<file path="src/logic/out_clock_sync_regs.vh">
`ifndef OUT_CLOCK_SYNC_REGS_VH
`define OUT_CLOCK_SYNC_REGS_VH
// ----------------------------------------
// timing counts, in sampling clock cycles
// ----------------------------------------
`define SYNC_DLY_90_CYC 3'h4
`define SYNC_DLY_0_CYC 3'h5
`define OUT_DELAY_CYC 3'h2
// ----------------------------------------
// demux output clock: one period every four sample clocks
// ----------------------------------------
`define PHASE_W 2
`define PHASE_LAST 2'h3
`define ADJ_W 2
// ----------------------------------------
// control register location of the phase-select bits
// ----------------------------------------
`define PHASE_SEL_REG 4'hE
`define PHASE_SEL_LO_BIT 3
`define PHASE_SEL_HI_BIT 4
`endif

</file>
<file path="src/logic/out_clock_sync.v">
`timescale 1ns/100ps
// Summary of operation
// - sync reset only under extended control, off by default
// - i and q clocks always share one phase
// - sync reset accepted asynchronously to sample clock
// - demux: clock held high; non-demux: keeps toggling
// - a narrow pulse may appear at assertion
// - sync edge 4 cycles (90 deg) or 5 (0 deg)
// - clock re-enabled after fixed output delay
// - first pulse undefined; later pulses defined; send dummy
// - slave follows master phase, recovers next cycle
// - slave picks one of four phases from reference
// - tree: following for slaves, sync reset for masters
// - clock from sample clock; in demux mode shifted by aperture adjust
`include "out_clock_sync_regs.vh"
module out_clock_sync (
    input wire clk_in,
    input wire rst_n_in,
    input wire extended_control_mode_in,
    input wire sync_reset_enable_in,
    input wire demux_mode_in,
    input wire output_clock_phase_select_in,
    input wire slave_mode_in,
    input wire [1:0] aperture_delay_adjust_in,
    input wire out_clock_sync_reset_in,
    input wire sync_ref_clock_in,
    output reg i_channel_output_clock_out,
    output reg q_channel_output_clock_out,
    output reg sync_ref_clock_out_a_out,
    output reg sync_ref_clock_out_b_out,
    output wire sync_reset_active_out,
    output reg sync_done_out
);
    // ----------------------------------------
    // pin synchronisers
    // ----------------------------------------
    reg rst_meta_r, rst_sync_r, ref_meta_r, ref_sync_r, ref_prev_r;
    always @(posedge clk_in or negedge rst_n_in) begin
        if (!rst_n_in) begin
            rst_meta_r <= 1'b0;
            rst_sync_r <= 1'b0;
            ref_meta_r <= 1'b0;
            ref_sync_r <= 1'b0;
            ref_prev_r <= 1'b0;
        end else begin
            rst_meta_r <= out_clock_sync_reset_in;
            rst_sync_r <= rst_meta_r;
            ref_meta_r <= sync_ref_clock_in;
            ref_sync_r <= ref_meta_r;
            ref_prev_r <= ref_sync_r;
        end
    end
    // gate only the synchronised copy; reset path is off until software enables it
    wire sync_en = extended_control_mode_in & sync_reset_enable_in;
    wire hold = sync_en & rst_sync_r;
    assign sync_reset_active_out = hold;
    // ----------------------------------------
    // phase counter and release sequencer
    // ----------------------------------------
    localparam ST_RUN = 2'h0;
    localparam ST_HOLD = 2'h1;
    localparam ST_DLY = 2'h2;
    localparam ST_OUT = 2'h3;
    reg [1:0] state_r, state_nxt;
    reg [2:0] cnt_r, cnt_nxt;
    reg [`PHASE_W-1:0] phase_r, phase_nxt;
    reg seen_pulse_r, seen_pulse_nxt;
    wire ref_rise = ref_sync_r & ~ref_prev_r;
    wire [2:0] sync_dly = output_clock_phase_select_in ? `SYNC_DLY_90_CYC : `SYNC_DLY_0_CYC;
    always @* begin
        state_nxt = state_r;
        cnt_nxt = cnt_r;
        phase_nxt = phase_r + 2'h1;
        seen_pulse_nxt = seen_pulse_r;
        if (slave_mode_in && ref_rise) begin
            phase_nxt = 2'h1;
        end
        case (state_r)
            ST_RUN: begin
                if (hold) begin
                    state_nxt = ST_HOLD;
                end
            end
            ST_HOLD: begin
                cnt_nxt = 3'h1;
                if (!hold) begin
                    state_nxt = ST_DLY;
                end
            end
            ST_DLY: begin
                cnt_nxt = cnt_r + 3'h1;
                if (cnt_r == sync_dly) begin
                    // first pulse after power-up leaves phase unaligned
                    if (seen_pulse_r) begin
                        phase_nxt = 2'h0;
                    end
                    seen_pulse_nxt = 1'b1;
                    cnt_nxt = 3'h1;
                    state_nxt = ST_OUT;
                end
            end
            ST_OUT: begin
                cnt_nxt = cnt_r + 3'h1;
                if (cnt_r == `OUT_DELAY_CYC) begin
                    state_nxt = ST_RUN;
                end
            end
            default: begin
                state_nxt = ST_RUN;
            end
        endcase
        if (hold) begin
            state_nxt = ST_HOLD;
        end
    end
    always @(posedge clk_in or negedge rst_n_in) begin
        if (!rst_n_in) begin
            state_r <= ST_RUN;
            cnt_r <= 3'h0;
            phase_r <= 2'h0;
            seen_pulse_r <= 1'b0;
        end else begin
            state_r <= state_nxt;
            cnt_r <= cnt_nxt;
            phase_r <= phase_nxt;
            seen_pulse_r <= seen_pulse_nxt;
        end
    end
    // ----------------------------------------
    // output clock generation
    // ----------------------------------------
    // aperture adjust shifts the edge to cancel board clock skew
    wire [1:0] shifted = phase_r - aperture_delay_adjust_in;
    // hold is looked at directly so the clock parks high one cycle sooner
    wire gated = demux_mode_in && (hold || (state_r != ST_RUN));
    wire output_data_clock_nxt = gated ? 1'b1 :
        (demux_mode_in ? ~shifted[1] : ~(i_channel_output_clock_out));
    always @(posedge clk_in or negedge rst_n_in) begin
        if (!rst_n_in) begin
            i_channel_output_clock_out <= 1'b0;
            q_channel_output_clock_out <= 1'b0;
            sync_ref_clock_out_a_out <= 1'b0;
            sync_ref_clock_out_b_out <= 1'b0;
            sync_done_out <= 1'b0;
        end else begin
            i_channel_output_clock_out <= output_data_clock_nxt;
            q_channel_output_clock_out <= output_data_clock_nxt;
            sync_ref_clock_out_a_out <= (phase_r == 2'h0);
            sync_ref_clock_out_b_out <= (phase_r == 2'h0);
            sync_done_out <= (state_r == ST_OUT) && (cnt_r == `OUT_DELAY_CYC);
        end
    end
endmodule

</file>
<file path="config.mk">
export PLATFORM = sky130hd
export DESIGN_NAME = out_clock_sync
export DESIGN_NICKNAME = d
export VERILOG_FILES = /design/src/logic/out_clock_sync.v
export VERILOG_INCLUDE_DIRS = /design/src /design/src/logic
export SDC_FILE = /design/constraint.sdc
export NUM_CORES = 1
export LEC_CHECK = 0
export ABC_CLOCK_PERIOD_IN_PS = 1100
export BUFFER_PORTS_ARGS = -buffer_cell sky130_fd_sc_hd__buf_2
export CAP_MARGIN = 5
export CORE_MARGIN = 2
export CORE_UTILIZATION = 44
export DETAILED_ROUTE_END_ITERATION = 6
export GPL_TIMING_DRIVEN = 1
export PLACE_DENSITY_LB_ADDON = 0.05
export SLEW_MARGIN = 40
export SYNTH_ARGS = -nofsm -noshare
export SYNTH_HDL_FRONTEND = slang
export SYNTH_SLANG_ARGS = --single-unit
</file>
<file path="constraint.sdc">
create_clock -name clk_in -period 1.1 [get_ports clk_in]
set_clock_uncertainty 0.1 [all_clocks]
set_input_delay 0.11 -clock clk_in [delete_from_list [all_inputs] [get_ports clk_in]]
set_output_delay 0.11 -clock clk_in [all_outputs]
set_load 0.005 [all_outputs]
</file>
=== Yosys cells after proc, flatten, opt, wreduce, memory -nomap -nowiden ===
Cells that the tools add are included.

* Add/sub/neg operators: 3
* Equal/unequal tests: 8
* Multiplexer cells: 13
* Bitwise gates (word level): 6
* Reductions and logical operators: 10

{| class="wikitable"
|+ Operators with widths
! cell !! count
|-
| 2-to-1 mux 2 bit || 7
|-
| case mux 3 bit (3 select lines) || 1
|-
| inequality test 3 bit (second input constant) || 2
|-
| case mux 2 bit (3 select lines) || 1
|-
| equality test 2 bit (second input constant) || 2
|-
| logical NOT 2 bit || 2
|-
| adder 3 x 1 -> 3 bit (second input constant) || 1
|-
| AND 1 bit || 3
|-
| equality test 3 x 2 -> 1 bit (second input constant) || 1
|-
| equality test 3 bit || 1
|-
| logical AND 1 bit || 3
|-
| 2-to-1 mux 1 bit || 3
|-
| 2-to-1 mux 3 bit || 1
|-
| inverter 1 bit || 3
|-
| AND reduction 3 bit || 1
|-
| nonzero test 3 bit || 1
|-
| adder 2 x 1 -> 2 bit (second input constant) || 1
|-
| equality test 2 x 1 -> 1 bit (second input constant) || 1
|-
| inequality test 2 bit (second input constant) || 1
|-
| AND reduction 2 bit || 1
|-
| nonzero test 2 bit || 1
|-
| subtractor 2 bit || 1
|-
| logical OR 1 bit || 1
|}

* Register bits: 16
* Input bits: 11
* Output and inout bits: 6
* Word-level logic and storage cells: 52

=== Longest topological paths before layout ===
* Word-level depth: 7
* Depth in mapped cells: 5
* Depth with buffers taken out: 5

=== Worst setup path before layout ===
Ideal clock, no wire load.

* Kind: reg-to-reg
* Start: register cnt_r[0]
* End: register state_r[0]
* Library setup time: 0.118 ns
* Arrival time: 0.988 ns
* Data required time: 0.882 ns
* Path slack: -0.106 ns
* Cell stages (with the launch flop): 6
* Path buffers: 0
* Clock period less this slack: 1.206 ns
* Cell sequence: dfrtp_1 inv_1 ha_1 nor2b_1 o32ai_1 a21o_1

* Cells in the longest elaborated chain, start to end: 3
* Elaborated cells between the ends (all ways): 5
* Classes of those cells: 4 x eq/ne; 1 x reduce/logical

{| class="wikitable"
|+ RTL lines
! element !! RTL line !! source
|-
| start: declaration || out_clock_sync.v:65 || <nowiki>reg [2:0] cnt_r, cnt_nxt;</nowiki>
|-
| start signal: assignment || out_clock_sync.v:124 || <nowiki>cnt_r <= cnt_nxt;</nowiki>
|-
| equality test 3 x 2 -> 1 bit (no source line) or equality test 3 bit (tied branches) || n/a ||
|-
| inequality test 3 bit (no source line) || n/a ||
|-
| AND reduction 3 bit (no source line) * || n/a ||
|-
| end signal: assignment || out_clock_sync.v:123 || <nowiki>state_r <= state_nxt;</nowiki>
|-
| end: declaration || out_clock_sync.v:64 || <nowiki>reg [1:0] state_r, state_nxt;</nowiki>
|}

Mark *: on every way between the ends. The rest lies on a longest branch, timed or not.
A chain may end at the register's enable or synchronous reset.

=== Worst setup path in the final report ===
Same ends and word-level chain as after synthesis.

==> results.cfg <==
[hold_path]
holdCritPathClass = input pin to flip-flop

[final_layout]
num-fill-cells = 114
top_regs = cnt_r: 3 flops, phase_r: 2 flops, state_r: 2 flops
diodes = 0
layout.nets = 104
syn_to_final_growth_pct = 50.9
largest_reg_flops = 3
layout-drive-gt1-share_pct = 55.1
largest-register = cnt_r
finalNonFillerCells = 105

[synthesis]
yosysMostFrequentCell = dfrtp_1
ys_ff_latch = 16
yosys.area.top_type = dfrtp_1
synth_top_area_share_pct = 59.9
synth_cells = 55
avgSynthCellArea_um2 = 12.1
seq_area_frac_synth_pct = 59.9
synth_edf_count = 0
yosysUniqueCellTypes = 23
async_flop_share_pct = 100
synthTopCellsByArea = dfrtp_1 60%, ha_1 5.6%, inv_1 3.4%, o32ai_1 2.6%, xnor2_1 2.6%
syn_area_um2 = 668
synthFlopType = dfrtp_1
syn_nets = 69
netlist_top_cells_count = 16 x dfrtp_1, 6 x inv_1, 4 x nand2_1, 3 x ha_1
ys.warnings.count = 0

[pwr]
peakVddDrop_uv = 1360
p_leak_nw = 0.497
power_density_nw_per_um2 = 2450

[drt]
ant_nets = 0
routed_via_density = 5.12
drc = 0
wl_per_cell_um = 13.0
first_pass_iters = 4
drtIter0Drc = 6
vias = 538
postRouteWirelength_mm = 1.37

[global_routing]
grt_pass1_vias = 536
grt-ovfl-total = 0
grt_max_degree = 17
antenna_found_initial = 0
grt_usage_pct = 17.6
grt_pass1_wl_mm = 2.30

[critical_path]
end_kind = flip-flop
worstPathRequired_ps = 1230
cp.arrival_ps = 1400
critPathLaunchType = flip-flop
path_max_fanout = 3
crit_type = flip-flop to flip-flop

[timing]
tightest_slew_ps = 349
setup_violations = 11
drv_slew = 0
setup_slack_ps = -166
finalCriticalPeriod_ps = 1270
max_freq_ghz = 0.790
slew_headroom_pct = 76.7
min_period_over_period_pct = 115
fin_tns_setup_ps = -1150
hold_viol_final = 0
hold_slack_ps = 24.0
grt_setup_unrepaired = yes

[floorplanning]
start_util_pct = 45.4
core_um2 = 1470
dieWidth_um = 43.0
die_area_um2 = 1850
fp.dieH_um = 43.0
row_count = 14
io_pins = 17

[clocking]
clockBufferDepth = 2
clkLatencyLatePin_ps = 280
clkTransAtPathRegs_ps = 90
cts_tree = done
clockRootBuffer = clkbuf_4
clkSinkCount = 16
htreeDepth = 1
cts_buffers = 3

[run_status]
violations = negative setup slack
status = finished, violations left

[placed_design]
dp_slack_ps = -228
gp_congestion = 0.779
post-dp-hpwl_um = 886
placed_cells = 93
port_buffers = 16

[flow_run]
maxCapViolations = 0
stage by stage:
step                      area, um2  power [mW]  utilization [%]
after floorplan                 681        1.47                -
after global placement          826        1.82             56.1
after detailed placement        826        1.82             56.1
after CTS                       992        2.44             67.4
after global routing           1010        2.66             68.5
final                          1010        2.47             68.5
critical path, stage by stage, from the launching register on:
cell     delay, ps
dfrtp_2        450
xnor2_2        170
buf_4          140
o32ai_2        210
a21o_1         140
cell families after synthesis:
family / synth area share (%)
adders and majority gates: 5.62
DFF: 59.9
xor gates and xnor gates: 3.93
AOI/OAI and AO/OA: 11.8
and+or+nand+nor: 13.1
buffers and inverters: 5.62
worst paths after layout:
check	start	end	slack, ps	cells after the start
worst max-delay path	cnt_r[0]$_DFFE_PN0P_	state_r[0]$_DFFE_PN0P_	-170	4
worst min-delay path	slave_mode_in	phase_r[0]$_DFF_PN0_	20	3
worst max register to register	cnt_r[0]$_DFFE_PN0P_	state_r[0]$_DFFE_PN0P_	-170	4
worst min register to register	ref_meta_r$_DFF_PN0_	ref_sync_r$_DFF_PN0_	260	0
max in group asynchronous	rst_n_in	cnt_r[1]$_DFFE_PN0P_	460	2
min in group asynchronous	rst_n_in	sync_done_out$_DFF_PN0_	160	2
per-layer routing:
metal,wire (um),track usage (%),part of all wire (%),up-vias
met2,665,28.8,49,18
li1,-,-,-,258
met3,62,6.38,4.5,2
met1,631,21.6,46,260
met5,0,0,0,-
met4,8,5.45,0.58,0
cell usage in the layout, fill, tap and decap left out, types with 2 or more instances in the layout:
cell type / Yosys / layout
and3_4: 0 / 2
dfrtp_1: 16 / 13
buf_4: 2 / 11
inv_1: 6 / 5
dfrtp_2: 0 / 3
buf_6: 0 / 2
a21o_1: 2 / 2
clkbuf_4: 0 / 3
nand2_1: 4 / 4
buf_2: 0 / 15
dlygate4sd3_1: 0 / 4
where the power goes:
| part | total (mW) | switching [mW] | internal, mW | leakage (nW) |
|---|---|---|---|---|
| Combinational | 1.11 | 0.476 | 0.636 | 0.290 |
| Sequential | 0.980 | 0.193 | 0.786 | 0.186 |
| Clock | 0.380 | 0.179 | 0.201 | 0.0210 |
| Total | 2.47 | 0.849 | 1.62 | 0.497 |
timing repair:
action | in CTS | in global routing
gates cloned | 0 | 0
hold buffers | 4 | 0
setup buffers | 4 | 1
pin swaps | 6 | 3
setup endpoints to repair | 11 | 11
endpoints found under the hold margin | 19 | 0
gates resized for setup | 12 | 4
area by class of cell:
| type | count | area (um2) | share of cell area, % |
|---|---|---|---|
| flip-flops and latches | 16 | 404 | 40.1 |
| multi-input cells | 31 | 305 | 30.3 |
| clock buffers | 4 | 36.3 | 3.60 |
| repair buffers | 32 | 220 | 21.8 |
| inverters | 6 | 22.5 | 2.23 |
| well taps | 16 | 20.0 | 1.99 |
No activity file was read; power rests on OpenSTA's default activity.
